==> config.mk <==
export PLATFORM = sky130hd
export DESIGN_NAME = asx_exec
export DESIGN_NICKNAME = d
export VERILOG_FILES = /design/src/hdl/asx_pkg.sv /design/src/hdl/asx_alu.sv /design/src/hdl/asx_exec.sv
export SDC_FILE = /design/constraint.sdc
export NUM_CORES = 1
export LEC_CHECK = 0
export ABC_CLOCK_PERIOD_IN_PS = 5600
export BUFFER_PORTS_ARGS = -buffer_cell sky130_fd_sc_hd__clkbuf_2
export CELL_PAD_IN_SITES_DETAIL_PLACEMENT = 1
export CELL_PAD_IN_SITES_GLOBAL_PLACEMENT = 1
export CORE_ASPECT_RATIO = 1.5
export CORE_UTILIZATION = 44
export DETAILED_ROUTE_END_ITERATION = 8
export HOLD_SLACK_MARGIN = 0.03
export PLACE_DENSITY_LB_ADDON = 0.1
export SKIP_LAST_GASP = 1
export SLEW_MARGIN = 20
export SYNTH_ARGS = -nofsm -noshare
export SYNTH_HDL_FRONTEND = slang
export SYNTH_SLANG_ARGS = --single-unit
export TNS_END_PERCENT = 10
==> constraint.sdc <==
create_clock -name ref_clk -period 5.6 [get_ports ref_clk]
set_clock_uncertainty 0.15 [all_clocks]
set_input_delay 0.28 -clock ref_clk [delete_from_list [all_inputs] [get_ports ref_clk]]
set_output_delay 0.28 -clock ref_clk [all_outputs]
set_load 0.05 [all_outputs]
==> src/hdl/asx_pkg.sv <==
package asx_pkg;

  localparam logic [7:0]  OPC_PREFIX_Y   = 8'h18;
  localparam logic [7:0]  OPC_ADD16_IMD  = 8'hC3;
  localparam logic [7:0]  OPC_ADD16_DIR  = 8'hD3;
  localparam logic [7:0]  OPC_ADD16_EXD  = 8'hF3;
  localparam logic [7:0]  OPC_ADD16_IDX  = 8'hE3;
  localparam logic [7:0]  OPC_AND_A_IMD  = 8'h84;
  localparam logic [7:0]  OPC_AND_A_DIR  = 8'h94;
  localparam logic [7:0]  OPC_AND_A_EXD  = 8'hB4;
  localparam logic [7:0]  OPC_AND_A_IDX  = 8'hA4;
  localparam logic [7:0]  OPC_AND_B_IMD  = 8'hC4;
  localparam logic [7:0]  OPC_AND_B_DIR  = 8'hD4;
  localparam logic [7:0]  OPC_AND_B_EXD  = 8'hF4;
  localparam logic [7:0]  OPC_AND_B_IDX  = 8'hE4;
  localparam logic [7:0]  OPC_SHL_A      = 8'h48;
  localparam logic [7:0]  OPC_SHL_B      = 8'h58;
  localparam logic [7:0]  OPC_SHL_EXD    = 8'h78;
  localparam logic [7:0]  OPC_SHL_IDX    = 8'h68;
  localparam logic [7:0]  OPC_SHL_D      = 8'h05;

  localparam logic [15:0] DUMMY_ADDR     = 16'hFFFF;
  localparam logic [7:0]  DIRECT_PAGE    = 8'h00;

  localparam int          CC_S           = 7;
  localparam int          CC_X           = 6;
  localparam int          CC_H           = 5;
  localparam int          CC_I           = 4;
  localparam int          CC_N           = 3;
  localparam int          CC_Z           = 2;
  localparam int          CC_V           = 1;
  localparam int          CC_C           = 0;

  localparam logic [15:0] RST_PC         = 16'h0000;
  localparam logic [15:0] RST_INDEX      = 16'h0000;
  localparam logic [7:0]  RST_ACC        = 8'h00;
  localparam logic [7:0]  RST_CC         = 8'hD0;

  localparam logic [7:0]  REG_CTRL       = 8'h00;
  localparam logic [7:0]  REG_STATUS     = 8'h04;
  localparam logic [7:0]  REG_PC         = 8'h08;
  localparam logic [7:0]  REG_DACC       = 8'h0C;
  localparam logic [7:0]  REG_IX         = 8'h10;
  localparam logic [7:0]  REG_IY         = 8'h14;
  localparam logic [7:0]  REG_CC         = 8'h18;
  localparam int          CTRL_RUN       = 0;
  localparam int          STAT_BUSY      = 0;
  localparam int          STAT_ILL       = 1;

  typedef enum logic [10:0] {
    S_IDLE  = 11'h001,
    S_OP    = 11'h002,
    S_OP2   = 11'h004,
    S_INH   = 11'h008,
    S_B1    = 11'h010,
    S_B2    = 11'h020,
    S_IDX   = 11'h040,
    S_RD_H  = 11'h080,
    S_RD_L  = 11'h100,
    S_DUMMY = 11'h200,
    S_WR    = 11'h400
  } asx_state_type;

  typedef enum logic [2:0] {
    K_ADD16, K_AND, K_SHL, K_SHLD, K_ILL
  } asx_kind_type;

  typedef enum logic [2:0] {
    M_IMD, M_DIR, M_EXD, M_IDX, M_INH
  } asx_mode_type;

  typedef struct packed {
    asx_kind_type kind;
    asx_mode_type mode;
    logic         sel_b;
    logic         use_y;
  } asx_dec_type;

  typedef struct packed {
    logic [15:0] addr;
    logic        rw;
    logic [7:0]  wdata;
  } asx_mem_type;

  typedef struct packed {
    logic [15:0] res;
    logic [7:0]  cc;
  } asx_alu_res_type;

  function automatic asx_dec_type asx_decode(input logic [7:0] opc,
                                             input logic       ypre);
    asx_dec_type d;
    d = '{kind: K_ILL, mode: M_INH, sel_b: 1'b0, use_y: ypre};
    case (opc)
      OPC_ADD16_IMD: d = '{K_ADD16, M_IMD, 1'b0, ypre};
      OPC_ADD16_DIR: d = '{K_ADD16, M_DIR, 1'b0, ypre};
      OPC_ADD16_EXD: d = '{K_ADD16, M_EXD, 1'b0, ypre};
      OPC_ADD16_IDX: d = '{K_ADD16, M_IDX, 1'b0, ypre};
      OPC_AND_A_IMD: d = '{K_AND, M_IMD, 1'b0, ypre};
      OPC_AND_A_DIR: d = '{K_AND, M_DIR, 1'b0, ypre};
      OPC_AND_A_EXD: d = '{K_AND, M_EXD, 1'b0, ypre};
      OPC_AND_A_IDX: d = '{K_AND, M_IDX, 1'b0, ypre};
      OPC_AND_B_IMD: d = '{K_AND, M_IMD, 1'b1, ypre};
      OPC_AND_B_DIR: d = '{K_AND, M_DIR, 1'b1, ypre};
      OPC_AND_B_EXD: d = '{K_AND, M_EXD, 1'b1, ypre};
      OPC_AND_B_IDX: d = '{K_AND, M_IDX, 1'b1, ypre};
      OPC_SHL_A:     d = '{K_SHL, M_INH, 1'b0, ypre};
      OPC_SHL_B:     d = '{K_SHL, M_INH, 1'b1, ypre};
      OPC_SHL_EXD:   d = '{K_SHL, M_EXD, 1'b0, ypre};
      OPC_SHL_IDX:   d = '{K_SHL, M_IDX, 1'b0, ypre};
      OPC_SHL_D:     d = '{K_SHLD, M_INH, 1'b0, ypre};
      default:       d.kind = K_ILL;
    endcase
    // the y prefix only qualifies indexed forms
    if (ypre && d.mode != M_IDX) begin
      d.kind = K_ILL;
    end
    return d;
  endfunction

endpackage

==> src/hdl/asx_alu.sv <==
`timescale 1ns/1ns
module asx_alu (
  input  asx_pkg::asx_kind_type    kind,
  input  asx_pkg::asx_mode_type    mode,
  input  logic                     sel_b,
  input  logic [7:0]               acc_a,
  input  logic [7:0]               acc_b,
  input  logic [15:0]              opnd,
  input  logic [7:0]               cc_in,
  output asx_pkg::asx_alu_res_type res
);
  import asx_pkg::*;

  logic [7:0]  x;
  logic [7:0]  sh8;
  logic [7:0]  r8;
  logic [15:0] d;
  logic [15:0] r16;
  logic [16:0] sum;

  always_comb begin
    x   = sel_b ? acc_b : acc_a;
    sh8 = (mode == M_INH) ? x : opnd[7:0];
    d   = {acc_a, acc_b};
    r8  = 8'h00;
    r16 = 16'h0000;
    sum = {1'b0, d} + {1'b0, opnd};
    res = '{res: 16'h0000, cc: cc_in};
    case (kind)
      K_ADD16: begin
        res.res      = sum[15:0];
        res.cc[CC_N] = sum[15];
        res.cc[CC_Z] = (sum[15:0] == 16'h0000);
        res.cc[CC_V] = (d[15] == opnd[15]) && (sum[15] != d[15]);
        res.cc[CC_C] = sum[16];
      end
      K_AND: begin
        r8           = x & opnd[7:0];
        res.res      = {8'h00, r8};
        res.cc[CC_N] = r8[7];
        res.cc[CC_Z] = (r8 == 8'h00);
        res.cc[CC_V] = 1'b0;
      end
      K_SHL: begin
        r8           = {sh8[6:0], 1'b0};
        res.res      = {8'h00, r8};
        res.cc[CC_C] = sh8[7];
        res.cc[CC_N] = r8[7];
        res.cc[CC_Z] = (r8 == 8'h00);
        res.cc[CC_V] = r8[7] ^ sh8[7];
      end
      K_SHLD: begin
        r16          = {d[14:0], 1'b0};
        res.res      = r16;
        res.cc[CC_C] = d[15];
        res.cc[CC_N] = r16[15];
        res.cc[CC_Z] = (r16 == 16'h0000);
        res.cc[CC_V] = r16[15] ^ d[15];
      end
      default: res.res = 16'h0000;
    endcase
  end

endmodule // asx_alu

==> src/hdl/asx_exec.sv <==
`timescale 1ns/1ns
module asx_exec (
  input  logic                 ref_clk,
  input  logic                 rst_n,
  input  logic                 psel,
  input  logic                 penable,
  input  logic                 pwrite,
  input  logic [7:0]           paddr,
  input  logic [31:0]          pwdata,
  output logic [31:0]          prdata,
  output logic                 pready,
  output logic                 pslverr,
  output asx_pkg::asx_mem_type mem_bus,
  input  logic [7:0]           mem_rdata
);
  import asx_pkg::*;

  asx_state_type   state_r;
  asx_state_type   state_nxt;
  asx_dec_type     dec_r;
  asx_dec_type     dec_nxt;
  asx_mem_type     mem_r;
  asx_mem_type     mem_nxt;
  asx_alu_res_type alu_res;
  logic [7:0]      acc_a_r;
  logic [7:0]      acc_a_nxt;
  logic [7:0]      acc_b_r;
  logic [7:0]      acc_b_nxt;
  logic [7:0]      cc_r;
  logic [7:0]      cc_nxt;
  logic [7:0]      tmp_r;
  logic [7:0]      tmp_nxt;
  logic [15:0]     pc_r;
  logic [15:0]     pc_nxt;
  logic [15:0]     ix_r;
  logic [15:0]     ix_nxt;
  logic [15:0]     iy_r;
  logic [15:0]     iy_nxt;
  logic [15:0]     ea_r;
  logic [15:0]     ea_nxt;
  logic            run_r;
  logic            run_nxt;
  logic            ill_r;
  logic            ill_nxt;
  logic [31:0]     prdata_r;
  logic [31:0]     prdata_nxt;
  logic            commit;
  logic            finish;
  logic            wr_en;
  logic            rd_en;
  logic [15:0]     idx_base;

  function automatic logic reg_mapped(input logic [7:0] a);
    return (a == REG_CTRL) || (a == REG_STATUS) || (a == REG_PC) ||
           (a == REG_DACC) || (a == REG_IX) || (a == REG_IY) ||
           (a == REG_CC);
  endfunction

  asx_alu asx_alu_inst (
    .kind  (dec_r.kind),
    .mode  (dec_r.mode),
    .sel_b (dec_r.sel_b),
    .acc_a (acc_a_r),
    .acc_b (acc_b_r),
    .opnd  ({tmp_r, mem_rdata}),
    .cc_in (cc_r),
    .res   (alu_res)
  );

  always_comb begin
    state_nxt  = state_r;
    dec_nxt    = dec_r;
    acc_a_nxt  = acc_a_r;
    acc_b_nxt  = acc_b_r;
    cc_nxt     = cc_r;
    tmp_nxt    = tmp_r;
    pc_nxt     = pc_r;
    ix_nxt     = ix_r;
    iy_nxt     = iy_r;
    ea_nxt     = ea_r;
    run_nxt    = run_r;
    ill_nxt    = ill_r;
    prdata_nxt = prdata_r;
    commit     = 1'b0;
    finish     = 1'b0;
    wr_en      = psel & penable & pwrite;
    rd_en      = psel & ~penable & ~pwrite;
    idx_base   = dec_r.use_y ? iy_r : ix_r;

    // cpu state is only writable while halted
    if (wr_en) begin
      if (paddr == REG_CTRL) begin
        run_nxt = pwdata[CTRL_RUN];
      end else if (paddr == REG_STATUS) begin
        if (pwdata[STAT_ILL]) begin
          ill_nxt = 1'b0;
        end
      end else if (paddr == REG_PC && state_r == S_IDLE) begin
        pc_nxt = pwdata[15:0];
      end else if (paddr == REG_DACC && state_r == S_IDLE) begin
        acc_a_nxt = pwdata[15:8];
        acc_b_nxt = pwdata[7:0];
      end else if (paddr == REG_IX && state_r == S_IDLE) begin
        ix_nxt = pwdata[15:0];
      end else if (paddr == REG_IY && state_r == S_IDLE) begin
        iy_nxt = pwdata[15:0];
      end else if (paddr == REG_CC && state_r == S_IDLE) begin
        cc_nxt = pwdata[7:0];
      end
    end

    case (state_r)
      S_IDLE: begin
        if (run_r) begin
          state_nxt = S_OP;
        end
      end
      S_OP, S_OP2: begin
        pc_nxt = pc_r + 16'h0001;
        if (state_r == S_OP && mem_rdata == OPC_PREFIX_Y) begin
          state_nxt = S_OP2;
        end else begin
          dec_nxt = asx_decode(mem_rdata, state_r == S_OP2);
          if (dec_nxt.kind == K_ILL) begin
            // unknown opcode halts; set beats a same-cycle clear
            ill_nxt   = 1'b1;
            run_nxt   = 1'b0;
            state_nxt = S_IDLE;
          end else if (dec_nxt.mode == M_INH) begin
            state_nxt = S_INH;
          end else begin
            state_nxt = S_B1;
          end
        end
      end
      S_INH: begin
        commit = 1'b1;
        if (dec_r.kind == K_SHLD) begin
          state_nxt = S_DUMMY;
        end else begin
          finish = 1'b1;
        end
      end
      S_B1: begin
        pc_nxt = pc_r + 16'h0001;
        case (dec_r.mode)
          M_IMD: begin
            if (dec_r.kind == K_ADD16) begin
              tmp_nxt   = mem_rdata;
              state_nxt = S_B2;
            end else begin
              commit = 1'b1;
              finish = 1'b1;
            end
          end
          M_DIR: begin
            ea_nxt    = {DIRECT_PAGE, mem_rdata};
            state_nxt = S_RD_H;
          end
          M_EXD: begin
            tmp_nxt   = mem_rdata;
            state_nxt = S_B2;
          end
          default: begin
            ea_nxt    = idx_base + {8'h00, mem_rdata};
            state_nxt = S_IDX;
          end
        endcase
      end
      S_B2: begin
        pc_nxt = pc_r + 16'h0001;
        if (dec_r.mode == M_IMD) begin
          commit    = 1'b1;
          state_nxt = S_DUMMY;
        end else begin
          ea_nxt    = {tmp_r, mem_rdata};
          state_nxt = S_RD_H;
        end
      end
      S_IDX: state_nxt = S_RD_H;
      S_RD_H: begin
        if (dec_r.kind == K_ADD16) begin
          tmp_nxt   = mem_rdata;
          state_nxt = S_RD_L;
        end else if (dec_r.kind == K_SHL) begin
          commit    = 1'b1;
          state_nxt = S_DUMMY;
        end else begin
          commit = 1'b1;
          finish = 1'b1;
        end
      end
      S_RD_L: begin
        commit    = 1'b1;
        state_nxt = S_DUMMY;
      end
      S_DUMMY: begin
        if (dec_r.kind == K_SHL) begin
          state_nxt = S_WR;
        end else begin
          finish = 1'b1;
        end
      end
      S_WR:    finish = 1'b1;
      default: state_nxt = S_IDLE;
    endcase

    if (finish) begin
      state_nxt = run_nxt ? S_OP : S_IDLE;
    end

    if (commit) begin
      cc_nxt = alu_res.cc;
      if (dec_r.kind == K_ADD16 || dec_r.kind == K_SHLD) begin
        acc_a_nxt = alu_res.res[15:8];
        acc_b_nxt = alu_res.res[7:0];
      end else if (dec_r.kind == K_SHL && dec_r.mode != M_INH) begin
        tmp_nxt = alu_res.res[7:0];
      end else if (dec_r.sel_b) begin
        acc_b_nxt = alu_res.res[7:0];
      end else begin
        acc_a_nxt = alu_res.res[7:0];
      end
    end

    // bus outputs are registered from the next state
    mem_nxt.rw    = (state_nxt != S_WR);
    mem_nxt.wdata = (state_nxt == S_WR) ? tmp_nxt : 8'h00;
    case (state_nxt)
      S_OP, S_OP2, S_INH, S_B1, S_B2: mem_nxt.addr = pc_nxt;
      S_RD_H, S_WR:                   mem_nxt.addr = ea_nxt;
      S_RD_L:                         mem_nxt.addr = ea_nxt + 16'h0001;
      default:                        mem_nxt.addr = DUMMY_ADDR;
    endcase

    if (rd_en) begin
      if (paddr == REG_CTRL) begin
        prdata_nxt = {31'h0, run_r};
      end else if (paddr == REG_STATUS) begin
        prdata_nxt = {30'h0, ill_r, state_r != S_IDLE};
      end else if (paddr == REG_PC) begin
        prdata_nxt = {16'h0000, pc_r};
      end else if (paddr == REG_DACC) begin
        prdata_nxt = {16'h0000, acc_a_r, acc_b_r};
      end else if (paddr == REG_IX) begin
        prdata_nxt = {16'h0000, ix_r};
      end else if (paddr == REG_IY) begin
        prdata_nxt = {16'h0000, iy_r};
      end else if (paddr == REG_CC) begin
        prdata_nxt = {24'h000000, cc_r};
      end else begin
        prdata_nxt = 32'h0000_0000;
      end
    end
  end

  always_ff @(posedge ref_clk) begin
    if (!rst_n) begin
      state_r  <= S_IDLE;
      dec_r    <= '{kind: K_ILL, mode: M_INH, sel_b: 1'b0, use_y: 1'b0};
      mem_r    <= '{addr: DUMMY_ADDR, rw: 1'b1, wdata: 8'h00};
      acc_a_r  <= RST_ACC;
      acc_b_r  <= RST_ACC;
      cc_r     <= RST_CC;
      tmp_r    <= 8'h00;
      pc_r     <= RST_PC;
      ix_r     <= RST_INDEX;
      iy_r     <= RST_INDEX;
      ea_r     <= 16'h0000;
      run_r    <= 1'b0;
      ill_r    <= 1'b0;
      prdata_r <= 32'h0000_0000;
    end else begin
      state_r  <= state_nxt;
      dec_r    <= dec_nxt;
      mem_r    <= mem_nxt;
      acc_a_r  <= acc_a_nxt;
      acc_b_r  <= acc_b_nxt;
      cc_r     <= cc_nxt;
      tmp_r    <= tmp_nxt;
      pc_r     <= pc_nxt;
      ix_r     <= ix_nxt;
      iy_r     <= iy_nxt;
      ea_r     <= ea_nxt;
      run_r    <= run_nxt;
      ill_r    <= ill_nxt;
      prdata_r <= prdata_nxt;
    end
  end

  assign mem_bus = mem_r;
  assign prdata  = prdata_r;
  assign pready  = 1'b1;
  assign pslverr = psel & penable & ~reg_mapped(paddr);

  // checking helpers
  logic [15:0] d_now;
  logic [15:0] m_now;
  logic [15:0] chk_res;
  logic        chk_carry;
  logic        chk_ovf;
  logic [3:0]  cc_hi;
  logic        cc_carry;
  logic        a_msb;
  logic [7:0]  a_shl;
  logic [7:0]  m_shl;
  logic [15:0] d_shl;
  logic        add_c;
  logic        shl_c;
  assign d_now     = {acc_a_r, acc_b_r};
  assign m_now     = {tmp_r, mem_rdata};
  assign {chk_carry, chk_res} = {1'b0, d_now} + {1'b0, m_now};
  assign chk_ovf   = (d_now[15] == m_now[15]) && (chk_res[15] != d_now[15]);
  assign cc_hi     = cc_r[7:4];
  assign cc_carry  = cc_r[CC_C];
  assign a_msb     = acc_a_r[7];
  assign a_shl     = {acc_a_r[6:0], 1'b0};
  assign m_shl     = {mem_rdata[6:0], 1'b0};
  assign d_shl     = {d_now[14:0], 1'b0};
  assign add_c     = commit && dec_r.kind == K_ADD16;
  assign shl_c     = commit && (dec_r.kind == K_SHL || dec_r.kind == K_SHLD);
endmodule // asx_exec

==> run summary <==
Measured in cells, the most critical reg-to-reg path has a length of 11. In this run the standard cell core region covers 23000 sq um. The startpoint kind of the worst setup timing path is a flip-flop. The run gives 1010 ps as the worst setup slack for register-to-register paths. The tools report the mapped cell area as 10300 sq um. The launch point of the critical path is dec_r[0]$_SDFFE_PN0P_. The accumulated negative setup slack came out at 0 ps.

The number of clock buffers added by TritonCTS is 17. In this run the post-CTS setup repair buffer count came out at 0. The share of synthesized flip-flops with an asynchronous set or reset came out at 0.

Setup violations remaining at the end of the flow were counted as 0. Post-synthesis adder-cell area fraction: 0.0355. The run gives 24000 sq um as the total die area.

The final routed DRC violation total came out at 0. The wire-length estimate of the detail-placed layout is 32000 um. By startpoint and endpoint, the worst setup path is classified as reg2reg.

Synthesis inferred 158 register bits. The run gives 0 as the total count of max-transition violations in the final report. The run gives 16300 um as the routed length on met1. In this run the clock root is driven by a sky130_fd_sc_hd__clkbuf_16. The worst setup path is captured at a flip-flop.

The count of nets left with antenna violations once routing finished came out at 0. Input and output buffers added on the ports amount to 78. Detailed routing placed a total of 20300 um of wire on met2. The shortest period the worst path allows is 4590 ps, and the worst IR drop on VDD is 0.000227 V. The met3 layer wire length in the routed design is 1890 um. The number of H-tree branching levels was 4; the number of max-capacitance violations reported was 0. After synthesis, the largest family of logic cells by area is simple AND/OR/NAND/NOR gates.

The highest metal layer carrying signal wires in the routed design is met4. Summed over all layers, the global routing overflow is 0. The cell count after synthesis came out at 1342.

Following the worst setup path forward leads to its endpoint at mem_bus[22]$_SDFF_PN1_. The clock latency on the worst-skew pair is 440 ps, and the worst slew margin relative to its limit is 0.298. The transition time at the pin with the least slew margin is 1050 ps, and the setup slack after placement is 1080 ps. The analysis attributes to cell leakage a power of 4.31 nW. Among all flip-flop cells after synthesis, the most frequent one is sky130_fd_sc_hd__dfxtp_1. Setup repair after global routing left no endpoint under its margin. Number of DRC violations after detailed-routing iteration 0: 914. For this run, the number of Yosys warnings is 0. Most area-hungry cell type in the Yosys netlist: sky130_fd_sc_hd__dfxtp_1. The design draws 2.51 mW.

In this run the cell area measured after placement is 10800 sq um. The final layout contains 1471 nets. Critical path arrival: 4770 ps. Effective utilization at floorplan: 0.448.

TritonCTS built the clock tree. Global-route usage over all layers: 0.358. Among all cell types in the netlist, the one instantiated most often is sky130_fd_sc_hd__nand2_1. The run gives 0 as the number of hold violations in the final report.

Sorting the synthesized cells by how often they occur yields 171 x sky130_fd_sc_hd__nand2_1, 158 x sky130_fd_sc_hd__dfxtp_1, 154 x sky130_fd_sc_hd__nor2_1. The proportion of netlist area held by the largest area contributor came out at 0.307. In the routed layout, each cell is associated on average with a via count of 6.45. The congestion estimate from routability-driven global placement came to 0.986.

For this design the top-level I/O count stands at 112. Compound-cell area share of the yosys netlist: 0.242. In this run the power density over the cells is 217 nW/um^2. The routed wirelength normalized by instance count works out to 24.9 um.

The worst path meets setup with 1010 ps of slack. In this run the critical register-to-register path is captured at mem_bus[22]$_SDFF_PN1_. The pin count of the biggest net entering global routing was 81; the ratio of final minimum period to clock period was 0.819. After synthesis, the cell types taking the most area are sky130_fd_sc_hd__dfxtp_1 31%, sky130_fd_sc_hd__nand2_1 6.2%, sky130_fd_sc_hd__a21oi_1 6.0%.

The tightest hold path in the finished design has a slack of 47.0 ps. The beginning of the worst register-to-register path is dec_r[0]$_SDFFE_PN0P_. Clock-pin slew was measured on the worst setup and hold paths at 60 ps. Derived from the worst setup path, the maximum achievable clock frequency is 218 MHz. Compared with the post-synthesis result, the final layout area differs by 12.3%.

The register area share after synthesis was 0.307. Counting distinct cell types in the post-synthesis netlist gives 86. The post-synthesis simple-gate area fraction came out at 0.265.

The final antenna diode count is 0. The tools report the number of placement rows as 68. The total iterations of the first detailed-routing run came out at 7. The post-synthesis xor/xnor area fraction is 0.0298, and the routed wire length is 41900 um. The first-pass GRT wire length came out at 64300 um. The clock net in this run drives a total of 158 sinks. The die is 127 um wide.

The min-delay analysis places its worst path in the category in2reg. At the worst endpoint, the required time is 5780 ps. The worst-path maximum fanout is 20, and the multiplexer area fraction after synthesis is 0.0687. The logs give 0 for the number of antenna violations at the first check in global routing and 0 for the post-cts sizing count. Yosys mapped a number of flops with a built-in enable equal to 0. The fraction of layout instances using a drive strength above 1 works out to 0.135.

The flow ran to the end, and the final reports show no timing, DRC or antenna violations. The via count of the first global-routing pass was 11.0k. The number of vias in the routed layout was 10.8k; the post-route standard cell area excluding fillers was 11600 sq um. A synthesized cell averages 7.67 sq um.

Counting along the longest clock path gives a buffer depth of 2. Die boundary height: 189 um.
## metal layers
| metal | vias up | GRT usage |
|---|---|---|
| met5 | - | 0 |
| met1 | 5341 | 0.396 |
| li1 | 4981 | - |
| met2 | 377 | 0.613 |
| met4 | 0 | 0.275 |
| met3 | 143 | 0.0545 |
## placed cells by master (no fill, tap or decap), types with 15 or more instances in the layout
master	count
sky130_fd_sc_hd__o21ai_0	58
sky130_fd_sc_hd__nand2_1	171
sky130_fd_sc_hd__clkbuf_16	17
sky130_fd_sc_hd__a211oi_1	29
sky130_fd_sc_hd__xor2_1	15
sky130_fd_sc_hd__nor2_1	154
sky130_fd_sc_hd__nor3_1	32
sky130_fd_sc_hd__and3_1	20
sky130_fd_sc_hd__nor2b_1	16
sky130_fd_sc_hd__a222oi_1	15
sky130_fd_sc_hd__ha_1	26
sky130_fd_sc_hd__clkbuf_2	78
sky130_fd_sc_hd__conb_1	17
sky130_fd_sc_hd__buf_4	19
sky130_fd_sc_hd__inv_1	23
sky130_fd_sc_hd__o211ai_1	16
sky130_fd_sc_hd__xnor2_1	20
sky130_fd_sc_hd__and2_1	31
sky130_fd_sc_hd__mux2_2	25
sky130_fd_sc_hd__dfxtp_1	158
sky130_fd_sc_hd__a21oi_1	123
sky130_fd_sc_hd__nand3_1	34
sky130_fd_sc_hd__nor4_1	21
sky130_fd_sc_hd__mux2i_1	38
## layout make-up
cell class	count	area, sq um
fillers	2881	11400
multi-input cells	1079	6690
flip-flops and latches	158	3160
repair buffers	110	663
clock buffers	19	443
well taps	280	350
clock inverters	11	168
inverters	24	90.1
## cells by family after synthesis
group,after synthesis
xor gates and xnor gates,35
muxes,65
DFF,158
other,2
and+or+nand+nor,563
buffers and inverters,120
AOI/OAI and AO/OA,371
adders and majority gates,28
## critical path: stages, from the launching register on
cell	delay, ps
sky130_fd_sc_hd__dfxtp_1	420
sky130_fd_sc_hd__buf_4	320
sky130_fd_sc_hd__mux2_2	420
sky130_fd_sc_hd__ha_1	350
sky130_fd_sc_hd__and4_1	270
sky130_fd_sc_hd__o311ai_0	520
sky130_fd_sc_hd__and4_1	270
sky130_fd_sc_hd__nor3_1	110
sky130_fd_sc_hd__or4_4	600
sky130_fd_sc_hd__or4b_1	550
sky130_fd_sc_hd__xor2_1	170
sky130_fd_sc_hd__a211o_1	320
## sequential cells by signal (all words and copies together), names as in the netlist
signal	flops
prdata	16
mem_bus	25
pc_r	16
acc_a_r	8
dec_r	8
ill_r	1
tmp_r	8
cc_r	8
acc_b_r	8
iy_r	16
run_r	1
ix_r	16
state_r	11
ea_r	16
## worst min-delay path by stage
| stage | cells after the start | start | to | slack, ps |
|---|---|---|---|---|
| 6_report | 3 | pwdata[0] | iy_r[0]$_SDFFE_PN0P_ | 50 |
| 2_1_floorplan | 2 | pwdata[4] | cc_r[4]$_SDFFE_PN1P_ | 260 |
| 3_3_place_gp | 2 | ix_r[1]$_SDFFE_PN0P_ | ix_r[1]$_SDFFE_PN0P_ | 300 |
| 4_1_cts | 3 | pwdata[1] | ix_r[1]$_SDFFE_PN0P_ | 30 |
| 5_1_grt | 3 | pwdata[0] | iy_r[0]$_SDFFE_PN0P_ | 60 |
| 3_5_place_dp | 2 | cc_r[7]$_SDFFE_PN1P_ | cc_r[7]$_SDFFE_PN1P_ | 310 |
## through the flow
step,cells,utilization
global route,1681,0.503
global placement,1638,0.471
detailed placement,1638,0.471
CTS,1681,0.503
finish,1681,0.503
floorplan,1357,-
## power breakdown
part	total [mW]	switching [mW]	internal, mW
logic	0.143	0.108	0.0354
clock network	1.25	0.495	0.752
registers	1.12	0.000324	1.12
total	2.51	0.604	1.91
## timing repair
item,CTS,global route
setup endpoints to repair,0,0
hold endpoints to repair,26,0
hold buffers,13,0
Power figures use the tool's default switching activity.
